[config.mk]
export PLATFORM = sky130hd
export DESIGN_NAME = halt_sleep_decoder
export DESIGN_NICKNAME = d
export VERILOG_FILES = /design/src/hdl/halt_sleep_pkg.sv /design/src/hdl/halt_sleep_decoder.sv
export SDC_FILE = /design/constraint.sdc
export NUM_CORES = 1
export LEC_CHECK = 0
export ABC_CLOCK_PERIOD_IN_PS = 4000
export BUFFER_PORTS_ARGS = -buffer_cell sky130_fd_sc_hd__buf_2
export CAP_MARGIN = 20
export CORE_ASPECT_RATIO = 1.4
export CORE_MARGIN = 5
export CORE_UTILIZATION = 25
export DETAILED_ROUTE_END_ITERATION = 7
export SETUP_SLACK_MARGIN = 0.1
export SYNTH_ARGS = -nofsm -noshare
export SYNTH_HDL_FRONTEND = slang
export SYNTH_SLANG_ARGS = --single-unit
export TNS_END_PERCENT = 20
[constraint.sdc]
create_clock -name aclk -period 4 [get_ports aclk]
set_input_delay 0.6 -clock aclk [delete_from_list [all_inputs] [get_ports aclk]]
set_output_delay 0.6 -clock aclk [all_outputs]
set_load 0.005 [all_outputs]
[src/hdl/halt_sleep_pkg.sv]
// constants, register map and carriers for the sleep and gentle-halt command decoder
package halt_sleep_pkg;

  localparam logic [7:0]  DIAG_REQ_ID       = 8'h3C;
  localparam logic [7:0]  SLEEP_FIRST_BYTE  = 8'h00;
  localparam logic [7:0]  BROADCAST_NAD     = 8'h7F;
  localparam logic [7:0]  HALT_CMD_CODE     = 8'h0F;
  localparam logic [10:0] SECURE_DISABLED   = 11'h400;

  // register byte offsets
  localparam logic [7:0] OFS_CTRL   = 8'h00;
  localparam logic [7:0] OFS_STATUS = 8'h04;
  localparam logic [7:0] OFS_IRQ_ST = 8'h08;
  localparam logic [7:0] OFS_IRQ_MK = 8'h0C;
  localparam logic [7:0] OFS_TARGET = 8'h10;
  localparam logic [7:0] OFS_SECURE = 8'h14;
  localparam logic [7:0] OFS_NAD    = 8'h18;

  // ctrl fields
  localparam int CTRL_SLEEP_PERMIT = 0;
  localparam int CTRL_HALT_REQ     = 1;

  // irq status fields
  localparam int IRQ_SLEEP   = 0;
  localparam int IRQ_STOPPED = 1;
  localparam int IRQ_HALT    = 2;
  localparam int IRQ_HELD    = 3;
  localparam int IRQ_W       = 4;

  localparam logic [7:0]  NAD_RESET    = 8'h01;
  localparam logic [15:0] SECURE_RESET = 16'h0400;
  localparam logic [15:0] TARGET_RESET = 16'h0000;
  localparam logic [1:0]  RESP_OKAY    = 2'b00;
  localparam logic [1:0]  RESP_SLVERR  = 2'b10;

  // one received frame from the link layer, checksum already verified
  typedef struct packed {
    logic       valid;
    logic [7:0] pid;
    logic       classic_ok;
    logic       enhanced_ok;
    logic [7:0] byte1;
    logic [7:0] byte2;
  } frame_t;

  // interface to the positioning ramp generator
  typedef struct packed {
    logic        moving;
    logic        at_vmin;
    logic        dual_pos_busy;
    logic [15:0] actual_position;
  } motion_t;

  typedef enum logic [1:0] {
    ST_IDLE     = 2'b00,
    ST_DECEL    = 2'b01,
    ST_HOLD     = 2'b10,
    ST_SLEEPCHK = 2'b11
  } halt_state_t;

endpackage : halt_sleep_pkg

[src/hdl/halt_sleep_decoder.sv]
// go-to-sleep and gentle-halt command decoder with axi4-lite register slave
`timescale 1ns/10ps
module halt_sleep_decoder (
  input  wire logic                       aclk,
  input  wire logic                       aresetn,
  input  wire halt_sleep_pkg::frame_t     frame,
  input  wire logic [7:0]                 pid_addressed,
  input  wire logic [7:0]                 pid_group,
  input  wire halt_sleep_pkg::motion_t    motion,
  input  wire logic                       thermal_shutdown,
  input  wire logic                       third_undervoltage_threshold,
  output logic                            decel_to_vmin,
  output logic                            stop_motion,
  output logic                            sleep_enter,
  output logic                            stopped_state,
  output logic [15:0]                     target_position,
  output logic                            irq,
  input  wire logic [7:0]                 s_axi_awaddr,
  input  wire logic                       s_axi_awvalid,
  output logic                            s_axi_awready,
  input  wire logic [31:0]                s_axi_wdata,
  input  wire logic [3:0]                 s_axi_wstrb,
  input  wire logic                       s_axi_wvalid,
  output logic                            s_axi_wready,
  output logic [1:0]                      s_axi_bresp,
  output logic                            s_axi_bvalid,
  input  wire logic                       s_axi_bready,
  input  wire logic [7:0]                 s_axi_araddr,
  input  wire logic                       s_axi_arvalid,
  output logic                            s_axi_arready,
  output logic [31:0]                     s_axi_rdata,
  output logic [1:0]                      s_axi_rresp,
  output logic                            s_axi_rvalid,
  input  wire logic                       s_axi_rready
);
  import halt_sleep_pkg::*;

  ////////////////////////////////////////////////////////////////////////////
  // register storage

  logic              sleep_permit_bit_reg;
  logic [7:0]        node_nad_reg;
  logic [15:0]       secure_position_reg;
  logic [15:0]       target_reg;
  logic [IRQ_W-1:0]  irq_status_reg;
  logic [IRQ_W-1:0]  irq_mask_reg;
  logic              sw_halt_pulse;
  halt_state_t       state_reg;
  logic              sleep_pending_reg;

  ////////////////////////////////////////////////////////////////////////////
  // axi4-lite write channel: address and data taken in either order

  logic [7:0]  aw_addr_reg;
  logic        aw_held_reg;
  logic [31:0] w_data_reg;
  logic [3:0]  w_strb_reg;
  logic        w_held_reg;
  logic        do_write;
  logic        bvalid_reg;
  logic [1:0]  bresp_reg;

  // one write in flight: both channels stall while a response waits
  assign s_axi_awready = !aw_held_reg && !bvalid_reg;
  assign s_axi_wready  = !w_held_reg && !bvalid_reg;
  assign s_axi_bvalid  = bvalid_reg;
  assign s_axi_bresp   = bresp_reg;
  assign do_write      = aw_held_reg && w_held_reg;

  always_ff @(posedge aclk) begin
    if (!aresetn) begin
      aw_held_reg  <= 1'b0;
      w_held_reg   <= 1'b0;
      aw_addr_reg  <= 8'h00;
      w_data_reg   <= 32'h0000_0000;
      w_strb_reg   <= 4'h0;
      bvalid_reg   <= 1'b0;
      bresp_reg    <= RESP_OKAY;
    end else begin
      if (s_axi_awvalid && s_axi_awready) begin
        aw_held_reg <= 1'b1;
        aw_addr_reg <= s_axi_awaddr;
      end
      if (s_axi_wvalid && s_axi_wready) begin
        w_held_reg <= 1'b1;
        w_data_reg <= s_axi_wdata;
        w_strb_reg <= s_axi_wstrb;
      end
      if (do_write) begin
        aw_held_reg  <= 1'b0;
        w_held_reg   <= 1'b0;
        bvalid_reg   <= 1'b1;
        bresp_reg    <= addr_known(aw_addr_reg) ? RESP_OKAY : RESP_SLVERR;
      end else if (bvalid_reg && s_axi_bready) begin
        bvalid_reg   <= 1'b0;
      end
    end
  end

  function automatic logic addr_known(input logic [7:0] a);
    addr_known = (a == OFS_CTRL) || (a == OFS_STATUS) || (a == OFS_IRQ_ST) ||
                 (a == OFS_IRQ_MK) || (a == OFS_TARGET) || (a == OFS_SECURE) ||
                 (a == OFS_NAD);
  endfunction : addr_known

  function automatic logic wr_hit(input logic [7:0] a);
    wr_hit = do_write && (aw_addr_reg == a);
  endfunction : wr_hit

  // software halt request is a self-clearing write-one bit
  assign sw_halt_pulse = wr_hit(OFS_CTRL) && w_strb_reg[0] && w_data_reg[CTRL_HALT_REQ];

  always_ff @(posedge aclk) begin
    if (!aresetn) begin
      sleep_permit_bit_reg <= 1'b0;
      node_nad_reg         <= NAD_RESET;
      secure_position_reg  <= SECURE_RESET;
      irq_mask_reg         <= '0;
    end else begin
      if (wr_hit(OFS_CTRL) && w_strb_reg[0])
        sleep_permit_bit_reg <= w_data_reg[CTRL_SLEEP_PERMIT];
      if (wr_hit(OFS_NAD) && w_strb_reg[0])
        node_nad_reg <= w_data_reg[7:0];
      if (wr_hit(OFS_SECURE) && w_strb_reg[0])
        secure_position_reg[7:0] <= w_data_reg[7:0];
      if (wr_hit(OFS_SECURE) && w_strb_reg[1])
        secure_position_reg[15:8] <= w_data_reg[15:8];
      if (wr_hit(OFS_IRQ_MK) && w_strb_reg[0])
        irq_mask_reg <= w_data_reg[IRQ_W-1:0];
    end
  end

  ////////////////////////////////////////////////////////////////////////////
  // frame decode

  logic is_sleep;
  logic is_halt_nad;
  logic is_halt_group;
  logic halt_trigger;
  logic secure_enabled;

  // fill bytes after byte1 are not looked at
  assign is_sleep = frame.valid && frame.classic_ok && frame.pid == DIAG_REQ_ID &&
                    frame.byte1 == SLEEP_FIRST_BYTE;
  assign is_halt_nad = frame.valid && frame.enhanced_ok && frame.pid == pid_addressed &&
                       frame.byte2 == HALT_CMD_CODE &&
                       (frame.byte1 == node_nad_reg || frame.byte1 == BROADCAST_NAD);
  assign is_halt_group = frame.valid && frame.enhanced_ok && frame.pid == pid_group &&
                         frame.byte1 == HALT_CMD_CODE;
  assign secure_enabled = secure_position_reg[10:0] != SECURE_DISABLED;

  // dual positioning masks every halt source, internal ones included, but not the halt started by a sleep frame with secure position disabled
  assign halt_trigger = !motion.dual_pos_busy &&
                        (is_halt_nad || is_halt_group || sw_halt_pulse ||
                         thermal_shutdown ||
                         third_undervoltage_threshold);

  ////////////////////////////////////////////////////////////////////////////
  // halt and sleep sequencer

  logic start_halt;
  logic sleep_retarget;
  assign sleep_retarget = is_sleep && motion.moving && secure_enabled;
  assign start_halt = (state_reg == ST_IDLE) &&
                      (halt_trigger || (is_sleep && motion.moving && !secure_enabled));

  always_ff @(posedge aclk) begin
    if (!aresetn) begin
      state_reg         <= ST_IDLE;
      sleep_pending_reg <= 1'b0;
    end else begin
      unique case (state_reg)
        ST_IDLE: begin
          if (start_halt) begin
            state_reg         <= motion.moving ? ST_DECEL : ST_HOLD;
            // a sleep already waiting survives a halt that cuts in
            sleep_pending_reg <= is_sleep || sleep_pending_reg;
          end else if (is_sleep) begin
            state_reg         <= motion.moving ? ST_IDLE : ST_SLEEPCHK;
            sleep_pending_reg <= motion.moving;
          end else if (sleep_pending_reg && !motion.moving) begin
            state_reg <= ST_SLEEPCHK;
          end
        end
        ST_DECEL: begin
          if (!motion.moving)
            state_reg <= ST_HOLD;
        end
        ST_HOLD: begin
          state_reg <= sleep_pending_reg ? ST_SLEEPCHK : ST_IDLE;
        end
        ST_SLEEPCHK: begin
          state_reg         <= ST_IDLE;
          sleep_pending_reg <= 1'b0;
        end
      endcase
    end
  end

  // decel held through the whole ramp-down, stop once vmin is reached
  assign decel_to_vmin = (state_reg == ST_DECEL);
  assign stop_motion   = (state_reg == ST_DECEL) && motion.at_vmin;

  logic sleep_enter_reg;
  logic stopped_state_reg;

  always_ff @(posedge aclk) begin
    if (!aresetn) begin
      sleep_enter_reg   <= 1'b0;
      stopped_state_reg <= 1'b0;
    end else begin
      sleep_enter_reg   <= (state_reg == ST_SLEEPCHK) && sleep_permit_bit_reg;
      stopped_state_reg <= (state_reg == ST_SLEEPCHK) && !sleep_permit_bit_reg;
    end
  end
  assign sleep_enter   = sleep_enter_reg;
  assign stopped_state = stopped_state_reg;

  // target: software write, secure load on sleep, or hold of actual after halt
  always_ff @(posedge aclk) begin
    if (!aresetn) begin
      target_reg <= TARGET_RESET;
    end else if (state_reg == ST_HOLD) begin
      target_reg <= motion.actual_position;
    end else if (sleep_retarget && state_reg == ST_IDLE && !halt_trigger) begin
      target_reg <= secure_position_reg;
    end else begin
      if (wr_hit(OFS_TARGET) && w_strb_reg[0])
        target_reg[7:0] <= w_data_reg[7:0];
      if (wr_hit(OFS_TARGET) && w_strb_reg[1])
        target_reg[15:8] <= w_data_reg[15:8];
    end
  end
  assign target_position = target_reg;

  ////////////////////////////////////////////////////////////////////////////
  // interrupts: set wins over write-one clear

  logic [IRQ_W-1:0] irq_set;
  logic [IRQ_W-1:0] irq_clr;
  assign irq_set = {state_reg == ST_HOLD, start_halt, stopped_state_reg, sleep_enter_reg};
  assign irq_clr = (wr_hit(OFS_IRQ_ST) && w_strb_reg[0]) ? w_data_reg[IRQ_W-1:0] : '0;

  always_ff @(posedge aclk) begin
    if (!aresetn)
      irq_status_reg <= '0;
    else
      irq_status_reg <= (irq_status_reg & ~irq_clr) | irq_set;
  end
  assign irq = |(irq_status_reg & irq_mask_reg);

  ////////////////////////////////////////////////////////////////////////////
  // axi4-lite read channel

  logic [31:0] rd_mux;
  always_comb begin
    rd_mux = 32'h0000_0000;
    unique case (s_axi_araddr)
      OFS_CTRL:   rd_mux[0] = sleep_permit_bit_reg;
      OFS_STATUS: rd_mux[3:0] = {sleep_pending_reg, motion.dual_pos_busy, state_reg};
      OFS_IRQ_ST: rd_mux[IRQ_W-1:0] = irq_status_reg;
      OFS_IRQ_MK: rd_mux[IRQ_W-1:0] = irq_mask_reg;
      OFS_TARGET: rd_mux[15:0] = target_reg;
      OFS_SECURE: rd_mux[15:0] = secure_position_reg;
      OFS_NAD:    rd_mux[7:0] = node_nad_reg;
      default:    rd_mux = 32'h0000_0000;
    endcase
  end

  logic        rvalid_reg;
  logic [31:0] rdata_reg;
  logic [1:0]  rresp_reg;

  assign s_axi_arready = !rvalid_reg;
  assign s_axi_rvalid  = rvalid_reg;
  assign s_axi_rdata   = rdata_reg;
  assign s_axi_rresp   = rresp_reg;

  always_ff @(posedge aclk) begin
    if (!aresetn) begin
      rvalid_reg <= 1'b0;
      rdata_reg  <= 32'h0000_0000;
      rresp_reg  <= RESP_OKAY;
    end else if (s_axi_arvalid && s_axi_arready) begin
      rvalid_reg <= 1'b1;
      rdata_reg  <= rd_mux;
      rresp_reg  <= addr_known(s_axi_araddr) ? RESP_OKAY : RESP_SLVERR;
    end else if (rvalid_reg && s_axi_rready) begin
      rvalid_reg <= 1'b0;
    end
  end

endmodule : halt_sleep_decoder

==> results by group <==
Status
  • Status: completed

Cells and area
  • Commonest cells after routing, fill and taps aside: buf_2 (148), dfxtp_1 (102), nor2_1 (91), nand2_1 (85), mux2i_1 (50)
  • Layout Cells excl Fill: approximately 1,000
  • # diodes: 0
  • Layout area overhead: 22.9%
  • Commonest non-fill, non-tap cell in the layout: buf_2
  • Layout Nets: 885
  • Share of layout cells above drive strength 1: 24.0%

Routing
  • Met2 Wirelength: 8530 um
  • First-pass iteration count of the detailed router: 4
  • Routed len/inst: 16.5 um
  • Highest Signal Layer: met5
  • Drt initial violations: 237
  • Routed Wire Length: 16,800 um
  • DRT antenna net count: 0
  • Via density: 4.79
  • Routed wl met3: around 940 um
  • Wl on met1: 6970 um
  • Drt drc: 0
  • Vias: 4,898

Hold path
  • Hold Crit Class: input pin to flop

Logic synthesis
  • Syn Area/Cell: 8.23 sq um
  • Synth Area in Simple Gates: 23.8%
  • Main synth FF type: dfxtp_1
  • Synthesized netlist cell count: 630
  • Synth Area in XOR/XNOR: 4.06%
  • Synth warnings: 0
  • Mapped Area: just over 0.005 sq mm
  • Post-synthesis mux area share: between 10% and 20%
  • Register bit total from synthesis: 102
  • Synth area leaders: dfxtp_1 (39%), mux2i_1 (9.7%), nor2_1 (6.6%), nand2_1 (6.2%), a21oi_1 (4.2%)
  • Register area share after synthesis: 39.4%
  • Count of unique library cells instantiated by Yosys: 53
  • Adder-cell share of the synthesized area: 0%
  • Post-synthesis compound-gate area fraction: around 16%
  • Synth top area share: approximately two fifths
  • Post-synth EDFFs: 0
  • Yosys top cell by area: dfxtp_1
  • Main combinational cell family by area after synthesis: simple AND/OR/NAND/NOR gates
  • Post-synth ARST share: 0%

Placed design
  • PortBufs: 148
  • Placed cell count: 1,007
  • HPWL after detailed placement: around 13,000 um
  • GPL Wtd Cong: 0.819

STA
  • Fin crit period: 2.89 ns
  • Slew margin rel.: a little under a third
  • Slew @ Worst Pin: 1.01 ns
  • Setup TNS: 0 ns
  • Fin. Hold Viols: 0
  • Period utilisation layout: 72.2%
  • RSZ-0062 raised after global routing: false
  • Peak Freq: 346 MHz
  • Skew final: 0.00920 ns
  • Hold slack: 0.433 ns
  • Final setup viols: 0
  • Pins Over Slew Limit: 0

Floorplan
  • Die span in x: 132 um
  • Starting Density: 25.3%
  • Core area: 0.0205 sq mm
  • Full die area: 0.0238 sq mm
  • FP Rows: slightly above 60
  • IO Pins: approximately 190
  • Die height: 180 um

Pwr
  • Power density over the cells: 372 mW/mm^2
  • Peak supply drop: 0.204 mV
  • Leak pwr: roughly 0.0026 uW

Clock network
  • Clock sink count: 102
  • Worst-path clk slew: 0.07 ns
  • CTS Buf Count: 9
  • Post-cts resize count: 0
  • CTS root buf: clkbuf_16
  • CTS Hold Bufs: 0
  • Clk_lat worst skew: 0.34 ns
  • H-Tree Level Count: 3
  • Postcts setup bufs: 0
  • CTS tree: built
  • Clock buffer depth: 2

Setup path
  • Critical path type: input pin to flop
  • CP arrival: 3.17 ns
  • Crit Path Max Fanout: 18
  • CP startpoint kind: input pin
  • Required @ worst endpoint: 4.28 ns
  • CP endpoint kind: flop
  • Worst reg-to-reg setup slack: 1.23 ns

GRT
  • Antenna violations before repair: 3
  • Gr ovfl total: 0
  • Gr usage total: 13.7%
  • Largest net degree at the start of global routing: 45
  • Global-route wire length before repair: roughly 26,000 um
  • Vias in the first global route: 4,845

Job
  • Maxcap violations: 0
[critical path: stages]
cell      delay [ns]
buf_2           0.12
or4_4           0.55
nor4_2          0.30
nand4_1         0.13
o311a_2         0.17
o211ai_2        0.32
buf_4           0.35
and4_1          0.45
a32o_1          0.17
[worst paths after layout]
kind | from | depth (start not counted) | end
hold reg to reg | s_axi_rdata[2] | 2 | s_axi_rdata[2]
setup reg to reg | node_nad_reg[4] | 8 | target_position[3]
setup / recovery | frame[13] | 9 | target_position[3]
hold / removal | s_axi_rready | 2 | s_axi_rvalid
[cells by family after synthesis]
| kind of cell | Yosys count |
|---|---|
| buffers and inverters | 64 |
| XOR/XNOR | 24 |
| other | 1 |
| AND/OR/NAND/NOR | 261 |
| flip-flops | 102 |
| AO/OA/AOI/OAI | 126 |
| multiplexers | 52 |
[per-layer routing]
metal  vias up  GRT usage, %
li1       2454             -
met1      2270          15.8
met2       141          24.8
met3        27          3.60
met4         6          3.95
met5         -             0
[area by class of cell]
type,instances,area (sq um)
clock inverter,5,58.8
multi-input combinational,481,2870
inverter,13,48.8
fill,2244,14100
timing repair buffer,155,793
clock buffer,10,239
tap,256,320
sequential,102,2040
[cells in the mapped netlist, drive strengths merged, types with 3 or more instances]
library cell  number
nand4              6
a222oi             3
a311oi             4
or4                4
mux2i             50
nand3              8
xnor2              6
xor2              18
a22oi              5
o2bb2ai            8
a221oi             9
o21ai             24
buf               26
nor4              12
nor2              91
dfxtp            102
nand2             85
and3               6
a32o               8
a31oi             11
nor3              17
a211oi             5
and2               5
inv               13
nor2b              4
clkbuf            25
a21oi             43
nand2b            13
[power by group]
group	leakage, uW	internal [uW]	switching (uW)
Clock	0.000141	500	390
Sequential	0.000830	1060	50.3
Combinational	0.00165	153	218
Total	0.00262	1720	658
[through the flow]
step / power, uW / area (sq um) / worst slack [ns] / utilization, %
global placement: 1510 / 6070 / 0.772 / 29.7
finish: 2370 / 6370 / 1.11 / 31.1
floorplan: 1360 / 5250 / 1.46 / -
CTS: 2400 / 6370 / 1.12 / 31.1
detailed placement: 1510 / 6070 / 0.761 / 29.7
global route: 2490 / 6370 / 0.988 / 31.1
Note: power is estimated with default switching activity, not from simulation.
